## config.mk

```make
export PLATFORM = sky130hd
export DESIGN_NAME = sfrdb_bank
export DESIGN_NICKNAME = d
export VERILOG_FILES = /design/src/inc/sfrdb_pkg.sv /design/src/design/sfrdb_decode.sv /design/src/design/sfrdb_data_pointer.sv /design/src/design/sfrdb_bank.sv
export SDC_FILE = /design/constraint.sdc
export NUM_CORES = 1
export LEC_CHECK = 0
export BUFFER_PORTS_ARGS = -buffer_cell sky130_fd_sc_hd__clkbuf_2
export CORE_ASPECT_RATIO = 0.6
export CORE_UTILIZATION = 45
export CTS_CLUSTER_DIAMETER = 200
export DETAILED_ROUTE_END_ITERATION = 12
export PLACE_DENSITY = 0.68
export RECOVER_POWER = 50
export SYNTH_ARGS = -nofsm -noshare
export SYNTH_HDL_FRONTEND = slang
export SYNTH_SLANG_ARGS = --single-unit
```

## constraint.sdc

```tcl
create_clock -name clk_sys_i -period 3.9 [get_ports clk_sys_i]
set_input_delay 0.39 -clock clk_sys_i [delete_from_list [all_inputs] [get_ports clk_sys_i]]
set_output_delay 0.39 -clock clk_sys_i [all_outputs]
set_load 0.02 [all_outputs]
```

## src/inc/sfrdb_pkg.sv

```systemverilog
// package: constants for the special-function register decode bank
package sfrdb_pkg;
    // ****************************************
    // widths
    // ****************************************
    localparam int SFR_IDX_W = 5;
    localparam int SFR_MOD_W = 5;
    localparam int SFR_DATA_W = 16;
    localparam int SFR_NUM_REGS = 64;
    localparam int SFR_SLOT_W = 6;

    // ****************************************
    // module specifiers
    // ****************************************
    localparam logic [4:0] MOD_ZERO = 5'h00;
    localparam logic [4:0] MOD_ONE = 5'h01;
    localparam logic [4:0] MOD_DP = 5'h0F;
    localparam logic [4:0] IDX_DP_ZERO = 5'h03;

    // ****************************************
    // module 0 indices
    // ****************************************
    localparam logic [4:0] IDX_PORT_ZERO_OUTPUT = 5'h00;
    localparam logic [4:0] IDX_TIMER_COUNT = 5'h06;
    localparam logic [4:0] IDX_PORT_ZERO_INPUT = 5'h08;
    localparam logic [4:0] IDX_PORT_ZERO_DIRECTION = 5'h09;
    localparam logic [4:0] IDX_TIMER_WORD_TWO = 5'h0C;
    localparam logic [4:0] IDX_BREAKPOINT = 5'h0F;
    localparam logic [4:0] IDX_LOCK = 5'h17;
    localparam logic [4:0] IDX_DEBUG_FIRST = 5'h18;
    localparam logic [4:0] IDX_DEBUG_TEMP_ONE = 5'h19;
    localparam logic [4:0] IDX_DEBUG_ADDRESS = 5'h1D;
    localparam logic [4:0] IDX_DEBUG_LAST = 5'h1E;

    // ****************************************
    // module 1 indices
    // ****************************************
    localparam logic [4:0] IDX_FE_FIRST = 5'h00;
    localparam logic [4:0] IDX_FE_POWERDOWN = 5'h03;
    localparam logic [4:0] IDX_FE_LAST = 5'h07;
    localparam logic [4:0] IDX_RESULT_FIRST = 5'h08;
    localparam logic [4:0] IDX_THRESH_LAST = 5'h0F;
    localparam logic [4:0] IDX_OFFSET_FIRST = 5'h10;
    localparam logic [4:0] IDX_FE_INT_ENABLE = 5'h14;

    // ****************************************
    // slot numbers inside the flat bank (slot = module*32 + index)
    // ****************************************
    localparam logic [5:0] SLOT_PORT_ZERO_OUTPUT = 6'h00;
    localparam logic [5:0] SLOT_SCAN_TIMING = 6'h21;
    localparam logic [5:0] SLOT_CAP_RANGE = 6'h22;
    localparam logic [5:0] SLOT_WAKEUP_CH1 = 6'h24;
    localparam logic [5:0] SLOT_WAKEUP_CH2 = 6'h25;
    localparam logic [5:0] SLOT_EXC_LOW = 6'h26;

    // ****************************************
    // reset values; unused bits are zero
    // ****************************************
    localparam logic [15:0] RST_ZERO = 16'h0000;
    localparam logic [15:0] RST_PORT_ZERO_OUTPUT = 16'h007F;
    localparam logic [15:0] RST_SCAN_TIMING = 16'h0002;
    localparam logic [15:0] RST_CAP_RANGE = 16'h0022;
    localparam logic [15:0] RST_WAKEUP = 16'h0004;
    localparam logic [15:0] RST_EXC_LOW = 16'h001E;
    localparam logic [15:0] MASK_BYTE = 16'h00FF;
    localparam logic [15:0] MASK_WORD = 16'hFFFF;
    localparam logic [15:0] MASK_NONE = 16'h0000;
    localparam logic [15:0] DP_STEP = 16'h0001;

    typedef enum logic [1:0] {
        SFRDB_DP_HOLD,
        SFRDB_DP_INC,
        SFRDB_DP_DEC
    } sfrdb_dp_step_type;
endpackage : sfrdb_pkg

```

## src/design/sfrdb_decode.sv

```systemverilog
// combinational decoder from module/index pair to bank slot and width
`timescale 1ns/1ps
module sfrdb_decode
    import sfrdb_pkg::*;
(
    input wire logic [SFR_MOD_W-1:0] mod_i, // module specifier
    input wire logic [SFR_IDX_W-1:0] idx_i, // register index
    output logic [SFR_SLOT_W-1:0] slot_o, // bank slot
    output logic [SFR_DATA_W-1:0] mask_o // implemented bits, zero when reserved
);
    // ****************************************
    // width of each location
    // ****************************************
    function automatic logic [15:0] sfrdb_width(input logic [4:0] m, input logic [4:0] i);
        logic [15:0] w;
        w = MASK_NONE;
        if (m == MOD_ZERO) begin
            if (i <= IDX_TIMER_COUNT) begin
                w = MASK_BYTE;
            end else if (i == IDX_PORT_ZERO_INPUT || i == IDX_PORT_ZERO_DIRECTION) begin
                w = MASK_BYTE;
            end else if (i == IDX_TIMER_WORD_TWO || i == IDX_BREAKPOINT) begin
                w = MASK_WORD;
            end else if (i == IDX_LOCK) begin
                w = MASK_BYTE;
            end else if (i == IDX_DEBUG_FIRST || i == IDX_DEBUG_TEMP_ONE
                         || i >= IDX_DEBUG_ADDRESS && i <= IDX_DEBUG_LAST) begin
                w = MASK_WORD;
            end else if (i > IDX_DEBUG_TEMP_ONE && i < IDX_DEBUG_ADDRESS) begin
                w = MASK_BYTE;
            end
        end else if (m == MOD_ONE) begin
            if (i <= IDX_THRESH_LAST) begin
                w = MASK_BYTE;
            end else if (i >= IDX_OFFSET_FIRST && i <= IDX_FE_INT_ENABLE) begin
                w = MASK_BYTE;
            end
        end
        return w;
    endfunction : sfrdb_width

    always_comb begin
        mask_o = sfrdb_width(mod_i, idx_i);
        slot_o = {mod_i[0], idx_i};
    end
endmodule : sfrdb_decode

```

## src/design/sfrdb_data_pointer.sv

```systemverilog
// sixteen-bit data pointer zero with automatic step
`timescale 1ns/1ps
module sfrdb_data_pointer
    import sfrdb_pkg::*;
(
    input wire logic clk_sys_i, // system clock
    input wire logic reset_i, // synchronous reset, any source
    input wire logic wr_i, // software write
    input wire logic [SFR_DATA_W-1:0] wdata_i, // write data
    input wire sfrdb_dp_step_type step_i, // step with a data-memory access
    output logic [SFR_DATA_W-1:0] value_o // pointer value
);
    always_ff @(posedge clk_sys_i) begin
        if (reset_i) begin
            value_o <= RST_ZERO;
        end else if (wr_i) begin
            value_o <= wdata_i;
        end else begin
            case (step_i)
                SFRDB_DP_INC: value_o <= value_o + DP_STEP;
                SFRDB_DP_DEC: value_o <= value_o - DP_STEP;
                default: value_o <= value_o;
            endcase
        end
    end

    AST_DP_RESET_ZERO: assert property (@(posedge clk_sys_i)
        reset_i |=> value_o == RST_ZERO)
        else $error("data pointer not cleared by reset");
    AST_DP_STEP_UP: assert property (@(posedge clk_sys_i) disable iff (reset_i)
        !wr_i && step_i == SFRDB_DP_INC |=> value_o == $past(value_o) + DP_STEP)
        else $error("data pointer did not increment");
endmodule : sfrdb_data_pointer

```

## src/design/sfrdb_bank.sv

```systemverilog
// special-function register decoder and register bank with data pointer zero
`timescale 1ns/1ps
module sfrdb_bank
    import sfrdb_pkg::*;
#(
    parameter int NUM_REGS = SFR_NUM_REGS
) (
    input wire logic clk_sys_i, // system clock, 40 MHz
    input wire logic reset_i, // synchronous reset, active high
    input wire logic [SFR_MOD_W-1:0] sfr_mod_i, // module specifier
    input wire logic [SFR_IDX_W-1:0] sfr_idx_i, // register index
    input wire logic sfr_wr_i, // write strobe
    input wire logic sfr_rd_i, // read strobe
    input wire logic [SFR_DATA_W-1:0] sfr_wdata_i, // write data
    input wire sfrdb_dp_step_type dp_step_i, // pointer step from data-memory access
    output logic [SFR_DATA_W-1:0] sfr_rdata_o, // registered read data
    output logic sfr_rvalid_o, // read data valid, one cycle
    output logic [SFR_DATA_W-1:0] data_pointer_zero_o, // data pointer zero
    output logic [SFR_DATA_W-1:0] port_zero_output_o, // port 0 output register
    output logic [SFR_DATA_W-1:0] port_zero_direction_o, // port 0 direction register
    output logic [SFR_DATA_W-1:0] frontend_powerdown_o // front-end power-down register
);
    // ****************************************
    // decode
    // ****************************************
    logic [SFR_SLOT_W-1:0] slot;
    logic [SFR_DATA_W-1:0] mask;
    logic is_dp;
    logic dp_wr;
    logic [SFR_DATA_W-1:0] dp_value;
    logic [SFR_DATA_W-1:0] bank [NUM_REGS];
    logic [SFR_DATA_W-1:0] next_rdata;

    sfrdb_decode u_decode (
        .mod_i(sfr_mod_i),
        .idx_i(sfr_idx_i),
        .slot_o(slot),
        .mask_o(mask)
    );

    always_comb begin
        is_dp = (sfr_mod_i == MOD_DP) && (sfr_idx_i == IDX_DP_ZERO);
        dp_wr = sfr_wr_i && is_dp;
    end

    // ****************************************
    // data pointer zero
    // ****************************************
    sfrdb_data_pointer u_dp (
        .clk_sys_i(clk_sys_i),
        .reset_i(reset_i),
        .wr_i(dp_wr),
        .wdata_i(sfr_wdata_i),
        .step_i(dp_step_i),
        .value_o(dp_value)
    );

    // ****************************************
    // register bank
    // ****************************************
    function automatic logic [15:0] sfrdb_reset_value(input int s);
        logic [15:0] v;
        v = RST_ZERO;
        if (s == int'(SLOT_PORT_ZERO_OUTPUT)) begin
            v = RST_PORT_ZERO_OUTPUT;
        end else if (s == int'(SLOT_SCAN_TIMING)) begin
            v = RST_SCAN_TIMING;
        end else if (s == int'(SLOT_CAP_RANGE)) begin
            v = RST_CAP_RANGE;
        end else if (s == int'(SLOT_WAKEUP_CH1) || s == int'(SLOT_WAKEUP_CH2)) begin
            v = RST_WAKEUP;
        end else if (s == int'(SLOT_EXC_LOW)) begin
            v = RST_EXC_LOW;
        end
        return v;
    endfunction : sfrdb_reset_value

    // peripheral behaviour lives elsewhere; this bank only stores what software writes
    genvar g;
    generate
        for (g = 0; g < NUM_REGS; g++) begin : g_reg
            always_ff @(posedge clk_sys_i) begin
                if (reset_i) begin
                    bank[g] <= sfrdb_reset_value(g);
                end else if (sfr_wr_i && !is_dp && slot == SFR_SLOT_W'(g)
                             && mask != MASK_NONE) begin
                    bank[g] <= sfr_wdata_i & mask;
                end
            end
        end
    endgenerate

    // ****************************************
    // read path
    // ****************************************
    always_comb begin
        if (is_dp) begin
            next_rdata = dp_value;
        end else begin
            next_rdata = bank[slot] & mask;
        end
    end

    always_ff @(posedge clk_sys_i) begin
        if (reset_i) begin
            sfr_rdata_o <= RST_ZERO;
            sfr_rvalid_o <= 1'b0;
        end else begin
            sfr_rdata_o <= sfr_rd_i ? next_rdata : RST_ZERO;
            sfr_rvalid_o <= sfr_rd_i;
        end
    end

    // ****************************************
    // register outputs
    // ****************************************
    always_ff @(posedge clk_sys_i) begin
        if (reset_i) begin
            data_pointer_zero_o <= RST_ZERO;
            port_zero_output_o <= RST_PORT_ZERO_OUTPUT;
            port_zero_direction_o <= RST_ZERO;
            frontend_powerdown_o <= RST_ZERO;
        end else begin
            // one cycle behind the internal registers, kept for flop-driven outputs
            data_pointer_zero_o <= dp_value;
            port_zero_output_o <= bank[SLOT_PORT_ZERO_OUTPUT];
            port_zero_direction_o <= bank[{1'b0, IDX_PORT_ZERO_DIRECTION}];
            frontend_powerdown_o <= bank[{1'b1, IDX_FE_POWERDOWN}];
        end
    end

    // ****************************************
    // checks
    // ****************************************
    AST_RESERVED_READ_ZERO: assert property (@(posedge clk_sys_i) disable iff (reset_i)
        sfr_rd_i && !is_dp && mask == MASK_NONE |=> sfr_rdata_o == RST_ZERO && sfr_rvalid_o)
        else $error("reserved location did not read zero");
    AST_MOD2_RESERVED: assert property (@(posedge clk_sys_i) disable iff (reset_i)
        sfr_mod_i > MOD_ONE && sfr_mod_i != MOD_DP |-> mask == MASK_NONE)
        else $error("module above one decoded as a register");
    AST_BYTE_WIDTH: assert property (@(posedge clk_sys_i) disable iff (reset_i)
        sfr_rd_i && mask == MASK_BYTE |=> sfr_rdata_o[15:8] == 8'h00)
        else $error("byte register returned upper bits");
    AST_WRITE_READBACK: assert property (@(posedge clk_sys_i) disable iff (reset_i)
        sfr_wr_i && mask == MASK_WORD ##1 sfr_rd_i && !sfr_wr_i
        && $stable(sfr_mod_i) && $stable(sfr_idx_i)
        && dp_step_i == SFRDB_DP_HOLD
        |=> sfr_rdata_o == $past(sfr_wdata_i, 2))
        else $error("word register did not read back");
    AST_DP_READ: assert property (@(posedge clk_sys_i) disable iff (reset_i)
        sfr_rd_i && is_dp |=> sfr_rdata_o == $past(dp_value))
        else $error("data pointer read wrong");
    AST_UNASSIGNED_M0: assert property (@(posedge clk_sys_i) disable iff (reset_i)
        sfr_mod_i == MOD_ZERO && sfr_idx_i == IDX_TIMER_COUNT + 5'h01 |-> mask == MASK_NONE)
        else $error("module zero index seven not reserved");
    AST_PORT_RESET: assert property (@(posedge clk_sys_i)
        reset_i ##1 reset_i |=> port_zero_output_o == RST_PORT_ZERO_OUTPUT)
        else $error("port zero output reset value wrong");
    AST_M1_OFFSET: assert property (@(posedge clk_sys_i) disable iff (reset_i)
        sfr_mod_i == MOD_ONE && sfr_idx_i == IDX_FE_INT_ENABLE + 5'h01 |-> mask == MASK_NONE)
        else $error("module one index past enable not reserved");

    // ****************************************
    // decode map checks
    // ****************************************
    AST_M0_LOW_BYTE: assert property (@(posedge clk_sys_i) disable iff (reset_i)
        sfr_mod_i == MOD_ZERO && sfr_idx_i <= IDX_TIMER_COUNT
        |-> mask == MASK_BYTE)
        else $error("module zero low block not byte wide");

    AST_M1_LOW_BYTE: assert property (@(posedge clk_sys_i) disable iff (reset_i)
        sfr_mod_i == MOD_ONE && sfr_idx_i <= IDX_FE_LAST
        |-> mask == MASK_BYTE)
        else $error("module one low block not byte wide");

    AST_M0_PORT_BYTE: assert property (@(posedge clk_sys_i) disable iff (reset_i)
        sfr_mod_i == MOD_ZERO
        && (sfr_idx_i == IDX_PORT_ZERO_INPUT || sfr_idx_i == IDX_PORT_ZERO_DIRECTION)
        |-> mask == MASK_BYTE)
        else $error("port input or direction not byte wide");

    AST_M0_MID_WORD: assert property (@(posedge clk_sys_i) disable iff (reset_i)
        sfr_mod_i == MOD_ZERO
        && (sfr_idx_i == IDX_TIMER_WORD_TWO || sfr_idx_i == IDX_BREAKPOINT)
        |-> mask == MASK_WORD)
        else $error("timer word or breakpoint not word wide");

    AST_M0_MID_GAP: assert property (@(posedge clk_sys_i) disable iff (reset_i)
        sfr_mod_i == MOD_ZERO && sfr_idx_i > IDX_PORT_ZERO_DIRECTION
        && sfr_idx_i < IDX_BREAKPOINT && sfr_idx_i != IDX_TIMER_WORD_TWO
        |-> mask == MASK_NONE)
        else $error("module zero middle gap decoded");

    AST_M1_RESULT_BYTE: assert property (@(posedge clk_sys_i) disable iff (reset_i)
        sfr_mod_i == MOD_ONE && sfr_idx_i >= IDX_RESULT_FIRST && sfr_idx_i <= IDX_THRESH_LAST
        |-> mask == MASK_BYTE)
        else $error("result or threshold not byte wide");

    AST_M0_HIGH_GAP: assert property (@(posedge clk_sys_i) disable iff (reset_i)
        sfr_mod_i == MOD_ZERO && sfr_idx_i > IDX_BREAKPOINT && sfr_idx_i < IDX_LOCK
        |-> mask == MASK_NONE)
        else $error("module zero gap below lock decoded");

    AST_M0_LOCK_BYTE: assert property (@(posedge clk_sys_i) disable iff (reset_i)
        sfr_mod_i == MOD_ZERO && sfr_idx_i == IDX_LOCK
        |-> mask == MASK_BYTE)
        else $error("lock not byte wide");

    AST_M0_TEMP_WORD: assert property (@(posedge clk_sys_i) disable iff (reset_i)
        sfr_mod_i == MOD_ZERO
        && (sfr_idx_i == IDX_DEBUG_FIRST || sfr_idx_i == IDX_DEBUG_TEMP_ONE)
        |-> mask == MASK_WORD)
        else $error("debug temporaries not word wide");

    AST_M0_DEBUG_BYTE: assert property (@(posedge clk_sys_i) disable iff (reset_i)
        sfr_mod_i == MOD_ZERO && sfr_idx_i > IDX_DEBUG_TEMP_ONE
        && sfr_idx_i < IDX_DEBUG_ADDRESS
        |-> mask == MASK_BYTE)
        else $error("debug control flags or buffer not byte wide");

    AST_M0_DEBUG_WORD: assert property (@(posedge clk_sys_i) disable iff (reset_i)
        sfr_mod_i == MOD_ZERO && sfr_idx_i >= IDX_DEBUG_ADDRESS
        && sfr_idx_i <= IDX_DEBUG_LAST
        |-> mask == MASK_WORD)
        else $error("debug address or data not word wide");

    AST_M0_TOP_GAP: assert property (@(posedge clk_sys_i) disable iff (reset_i)
        sfr_mod_i == MOD_ZERO && sfr_idx_i > IDX_DEBUG_LAST
        |-> mask == MASK_NONE)
        else $error("module zero last index decoded");

    AST_M1_OFFSET_BYTE: assert property (@(posedge clk_sys_i) disable iff (reset_i)
        sfr_mod_i == MOD_ONE && sfr_idx_i >= IDX_OFFSET_FIRST
        && sfr_idx_i <= IDX_FE_INT_ENABLE
        |-> mask == MASK_BYTE)
        else $error("offset spread or enable not byte wide");

    AST_M1_TOP_GAP: assert property (@(posedge clk_sys_i) disable iff (reset_i)
        sfr_mod_i == MOD_ONE && sfr_idx_i > IDX_FE_INT_ENABLE
        |-> mask == MASK_NONE)
        else $error("module one top gap decoded");

    AST_SLOT_MAP: assert property (@(posedge clk_sys_i) disable iff (reset_i)
        sfr_mod_i <= MOD_ONE
        |-> slot[SFR_IDX_W-1:0] == sfr_idx_i && slot[SFR_IDX_W] == (sfr_mod_i == MOD_ONE))
        else $error("slot does not follow module and index");

    AST_MASK_LEGAL: assert property (@(posedge clk_sys_i) disable iff (reset_i)
        mask == MASK_NONE || mask == MASK_BYTE || mask == MASK_WORD)
        else $error("location neither byte nor word wide");

    // ****************************************
    // data path checks
    // ****************************************
    AST_RVALID_PULSE: assert property (@(posedge clk_sys_i) disable iff (reset_i)
        sfr_rd_i
        |=> sfr_rvalid_o)
        else $error("read not answered");

    AST_IDLE_READ_ZERO: assert property (@(posedge clk_sys_i) disable iff (reset_i)
        !sfr_rd_i
        |=> !sfr_rvalid_o && sfr_rdata_o == RST_ZERO)
        else $error("read data shown without a read");

    AST_RESERVED_WRITE: assert property (@(posedge clk_sys_i) disable iff (reset_i)
        sfr_wr_i && mask == MASK_NONE && slot == SLOT_PORT_ZERO_OUTPUT
        |=> $stable(bank[SLOT_PORT_ZERO_OUTPUT]))
        else $error("reserved write reached port zero output");

    AST_BYTE_WRITE: assert property (@(posedge clk_sys_i) disable iff (reset_i)
        sfr_wr_i && mask == MASK_BYTE && slot == SLOT_SCAN_TIMING
        |=> bank[SLOT_SCAN_TIMING] == ($past(sfr_wdata_i) & MASK_BYTE))
        else $error("byte write kept upper bits");

    AST_WORD_WRITE: assert property (@(posedge clk_sys_i) disable iff (reset_i)
        sfr_wr_i && mask == MASK_WORD && slot == {1'b0, IDX_BREAKPOINT}
        |=> bank[{1'b0, IDX_BREAKPOINT}] == $past(sfr_wdata_i))
        else $error("word write lost bits");

    AST_DP_WRITE: assert property (@(posedge clk_sys_i) disable iff (reset_i)
        dp_wr
        |=> dp_value == $past(sfr_wdata_i))
        else $error("data pointer write lost");

    AST_DP_STEP_DOWN: assert property (@(posedge clk_sys_i) disable iff (reset_i)
        !dp_wr && dp_step_i == SFRDB_DP_DEC
        |=> dp_value == $past(dp_value) - DP_STEP)
        else $error("data pointer did not decrement");

    AST_DP_COPY: assert property (@(posedge clk_sys_i) disable iff (reset_i)
        !reset_i
        |=> data_pointer_zero_o == $past(dp_value))
        else $error("data pointer output does not follow");

    AST_DIR_COPY: assert property (@(posedge clk_sys_i) disable iff (reset_i)
        !reset_i
        |=> port_zero_direction_o == $past(bank[{1'b0, IDX_PORT_ZERO_DIRECTION}]))
        else $error("direction output does not follow");

    AST_RESET_SCAN: assert property (@(posedge clk_sys_i)
        reset_i
        |=> bank[SLOT_SCAN_TIMING] == RST_SCAN_TIMING)
        else $error("scan timing reset value wrong");

    AST_RESET_RANGE: assert property (@(posedge clk_sys_i)
        reset_i
        |=> bank[SLOT_CAP_RANGE] == RST_CAP_RANGE)
        else $error("range reset value wrong");

    AST_RESET_READ: assert property (@(posedge clk_sys_i)
        reset_i
        |=> !sfr_rvalid_o && sfr_rdata_o == RST_ZERO)
        else $error("read port not idle after reset");
endmodule : sfrdb_bank

```

Word level (Yosys, flattened, before mapping)
Memories as Yosys holds them, arrays and structs flattened. A register that Yosys moved wholly into a read port is not among the register bits.
Index checks and enable logic that the tools add are counted.
Word-level totals
  memory bits (writable): 1024
  memories kept: 1
  bits in registers: 49
  logic and storage cells: 572
  input port bits: 32
Memories
  bank: words 64, bits a word 16, rd ports 4, clocked after memory_dff 3, write ports 64, line sfrdb_bank.sv:31  | logic [SFR_DATA_W-1:0] bank [NUM_REGS];
Operators by class
  add/sub/neg operators: 2
  bitwise gates (word level): 67
  multiplexer cells: 271
  reductions and logical operators: 144
  order comparisons: 8
  equality and inequality tests: 75
Operator list (count)
  $mux 16: 74
  $mux 1: 194
  $eq 6x6->1 const B: 32
  $logic_and 1x1->1: 134
  $eq 6x5->1 const B: 16
  $or 1x1->1: 64
  $eq 6x4->1 const B: 8
  $and 16x16->16: 2
  $pmux 16 s2: 1
  $eq 5x4->1 const B: 5
  $eq 6x3->1 const B: 4
  $add 16x1->16 const B: 1
  $mux 8: 2
  $reduce_bool 16->1: 1
  $sub 16x1->16 const B: 1
  $eq 5x5->1 const B: 3
  $eq 6x2->1 const B: 2
  $ge 5x5->1 const B: 2
  $le 5x5->1 const B: 2
  $eq 6x1->1 const B: 1
  $logic_not 6->1: 1
  $eq 5x1->1 const B: 1
  $eq 5x2->1 const B: 1
  $gt 5x5->1 const B: 1
  11 further kinds: 14

Depth between registers and ports, before layout
  depth in word-level cells: 15
  gate-level depth with buffers: 10
  depth with buffers taken out: 9

Modules after synthesis
Synthesis repeated with hierarchy kept, for this count alone.
Second synthesis, totals
  cells, all modules: 3643
  area total of the unflattened synthesis: 48835.6 µm²
By module, submodules not included
  sfrdb_bank: instances 1, area each 47212.8 µm², cells an instance 3423
  sfrdb_data_pointer: instances 1, area each 1323.8 µm², cells an instance 179
  sfrdb_decode: instances 1, area each 299.0 µm², cells an instance 41

Worst setup path after synthesis
No wires, ideal clock.
  kind: input to register
  start: input port sfr_idx_i[0]
  end: memory bank[29][0] (enable)
  slack: 0.982 ns
  setup time: 0.392 ns
  path buffers: 3
  data required time: 3.508 ns
  arrival: 2.526 ns
  cell stages on the path: 9
  cell sequence: buf_6 and2_1 buf_2 a32oi_1 a31oi_1 nor3b_2 buf_6 nand3b_1 o21bai_1
RTL lines
  start, declared: line sfrdb_bank.sv:11  | input wire logic [SFR_IDX_W-1:0] sfr_idx_i,
  end, declared: line sfrdb_bank.sv:31

==> results.json <==
{
  "wl_met1_microns": 40200,
  "root_buffer": "clkbuf_16",
  "portBuffers": 112,
  "gp_congestion": 0.949,
  "setup.worst_path.class": "input pin to flop",
  "synthArstFlopShare_pct": 0,
  "drc": 0,
  "slew_viol_final": 325,
  "layout_min_cycle_time_ps": 3320,
  "cp-start-kind": "input pin",
  "cpMaxStageDelayCell": "clkbuf_2",
  "slowest_delay_ps": 930,
  "hold_path.class": "input pin to flop",
  "htree_levels": 3,
  "crit_path_cell_trace": "clkbuf_2, and2_4, o211ai_1, a31oi_1, nor3b_2, buf_4, nand2_2, clkbuf_2, nor2_1",
  "nets": 2812,
  "die_h_microns": 221,
  "setup_tns_ps": 0,
  "die_area_sq_um": 81200,
  "vias": 21357,
  "crit_family": "buffers and inverters",
  "path_buf_inv": 3,
  "synth_top_cell_by_area": "edfxtp_1",
  "ys_ff_latch": 867,
  "violations": "max-capacitance violations, max-slew violations",
  "setup_violations": 0,
  "synth_edf_count": 770,
  "die_w_microns": 367,
  "required_ps": 4250,
  "post_drt_wl_per_cell_microns": 24.2,
  "yosysTopAreaCellShare_pct": 64.2,
  "drive_gt1_share_pct": 14.6,
  "p_leak_nw": 14.4,
  "slew_headroom_pct": -73.8,
  "track_usage_pct": 23.2,
  "synth_ff_type": "edfxtp_1",
  "cp-end-kind": "flop",
  "met3RoutedLength_microns": 13500,
  "syn_area_sq_um": 36000,
  "io_pins": 113,
  "hold_viol_final": 0,
  "synthTopCellsByArea": "edfxtp_1 64%, mux4_2 9.8%, dfxtp_1 5.4%",
  "clkTransAtPathRegs_ps": 70,
  "top_layer_used": "met5",
  "stdcell_area_sq_um": 41500,
  "cap_violations": 3,
  "post_cts_buffers": 0,
  "utilization_pct": 52.9,
  "fmax_mhz": 301,
  "rows": 79,
  "numCtsBuffers": 79,
  "synth_most_common_cell": "edfxtp_1",
  "dpl-instance-area_sq_um": 39200,
  "ys_seq_area_share_pct": 69.6,
  "clockBufferDepth": 3,
  "overflow": 0,
  "grt_antenna_before_repair": 4,
  "outcome": "finished with violations",
  "areaGrowthSynthToFinish_pct": 15.1,
  "crit_fanout": 42,
  "holdWs_ps": 54.4,
  "grt_pass1_wl_microns": 137000,
  "peakVddDrop_v": 0.000265,
  "grt_max_degree": 155,
  "power.density_nw_per_um2": 489,
  "synth_commonest_cells": "770 x edfxtp_1, 391 x nor2_1, 157 x mux4_2",
  "core_area_sq_um": 78400,
  "clk_latency_ps": 670,
  "viasPerCell": 5.50,
  "clkSinkCount": 867,
  "grt_pass1_vias": 20684,
  "rsz0062_at_grt": "false",
  "dp_hpwl_microns": 63500,
  "drt_pass1_iterations": 6,
  "cts_tree": "built",
  "synthCells": 2277,
  "crit_top_cell": "clkbuf_2",
  "ant_nets": 0,
  "holdBufCountCts": 0,
  "worstPathArrival_ps": 3660,
  "synth_cell_types": 72,
  "finalCritPeriodShare_pct": 85.1,
  "syn_area_per_cell_sq_um": 15.8,
  "yosysWarnings": 0,
  "skew_ps": 28.8,
  "wirelength_microns": 94000,
  "drtIter0Drc": 3192,
  "cts-resized-gates": 0,
  "n_fill_cell": 6374,
  "start_util_pct": 46.0,
  "tightest_slew_ps": 2610,
  "route.met2.wl_microns": 38300
}
state kept, by name, indices dropped and copies added, names as in the netlist:
| name | cells |
|---|---|
| data_pointer_zero_o | 16 |
| bank | 770 |
| sfr_rdata_o | 16 |
| port_zero_output_o | 16 |
| u_dp.value_o | 16 |
| frontend_powerdown_o | 16 |
| port_zero_direction_o | 16 |
| sfr_rvalid_o | 1 |
per-stage QoR:
stage | total power, mW | std cells | setup WS [ps]
5_1_grt | 20.9 | 3879 | 524
4_1_cts | 20.4 | 3879 | 1300
2_1_floorplan | 12.1 | 2678 | 982
6_report | 20.3 | 3882 | 582
3_5_place_dp | 12.7 | 3737 | 599
3_3_place_gp | 12.7 | 3737 | 542
cell families (layout without fill, tap and decap cells):
| group | after synthesis | in the layout | synth area share (%) |
|---|---|---|---|
| multiplexers | 260 | 260 | 13.4 |
| XOR/XNOR | 15 | 15 | 0.365 |
| AND/OR/NAND/NOR | 717 | 717 | 9.11 |
| adder cells (fa/ha/maj) | 15 | 15 | 0.542 |
| flip-flops | 867 | 867 | 69.6 |
| AO/OA/AOI/OAI | 205 | 205 | 3.99 |
| buffers and inverters | 197 | 345 | 3.00 |
| other | 1 | 405 | 0.0104 |
cell usage in the layout (no fill, tap or decap), drive strengths merged, types with 10 or more instances in the layout:
cell / count
o21bai: 40
nor2: 392
clkbuf: 231
or2: 18
nand2b: 14
a21oi: 31
and4: 10
nor3: 15
o21ai: 23
a22oi: 44
nand3: 43
conb: 402
ha: 14
mux2i: 85
nand2: 112
edfxtp: 770
mux4: 173
clkinv: 26
buf: 73
a2111oi: 13
nor2b: 79
dfxtp: 97
path summary, 6_finish.rpt:
path,cells after the start,end,slack (ps),startpoint
worst max-delay path,9,bank[25][3]$_SDFFCE_PN0P_,580,sfr_idx_i[1]
worst min-delay path,3,u_dp.value_o[11]$_SDFFE_PP0P_,50,sfr_wdata_i[11]
worst max register to register,6,sfr_rdata_o[4]$_SDFF_PP0_,1300,bank[0][4]$_SDFFCE_PN1P_
worst min register to register,1,frontend_powerdown_o[13]$_SDFF_PP0_,450,bank[35][13]$_SDFFCE_PN0P_
power by group:
part	internal, mW	switching (mW)	leakage [nW]	total, mW
registers	10.7	0.189	8.24	10.9
clock network	4.26	3.44	1.23	7.70
logic	0.634	1.01	4.89	1.65
total	15.6	4.64	14.4	20.3
layout make-up:
| type | instances | area (sq um) | share of cell area, % |
|---|---|---|---|
| Sequential cell | 867 | 25100 | 60.4 |
| Multi-Input combinational cell | 1614 | 11400 | 27.5 |
| Timing Repair Buffer | 199 | 1180 | 2.84 |
| Antenna cell | 3 | 7.51 | 0.0181 |
| Tap cell | 1053 | 1320 | 3.18 |
| Inverter | 4 | 15.0 | 0.0362 |
| Clock buffer | 105 | 2170 | 5.23 |
| Clock inverter | 37 | 330 | 0.796 |
metal layers:
metal  global-route usage, %  up-vias
met1                    35.8    10679
li1                        -     9206
met4                    5.43        4
met5                    1.05        -
met2                    31.0     1332
met3                    8.06      136
tightest hold or removal path: stages:
cell and delay [ps]:
clkbuf_2 130, nor2_1 110, nor3_1 40
Note: power is estimated with default switching activity, not from simulation.
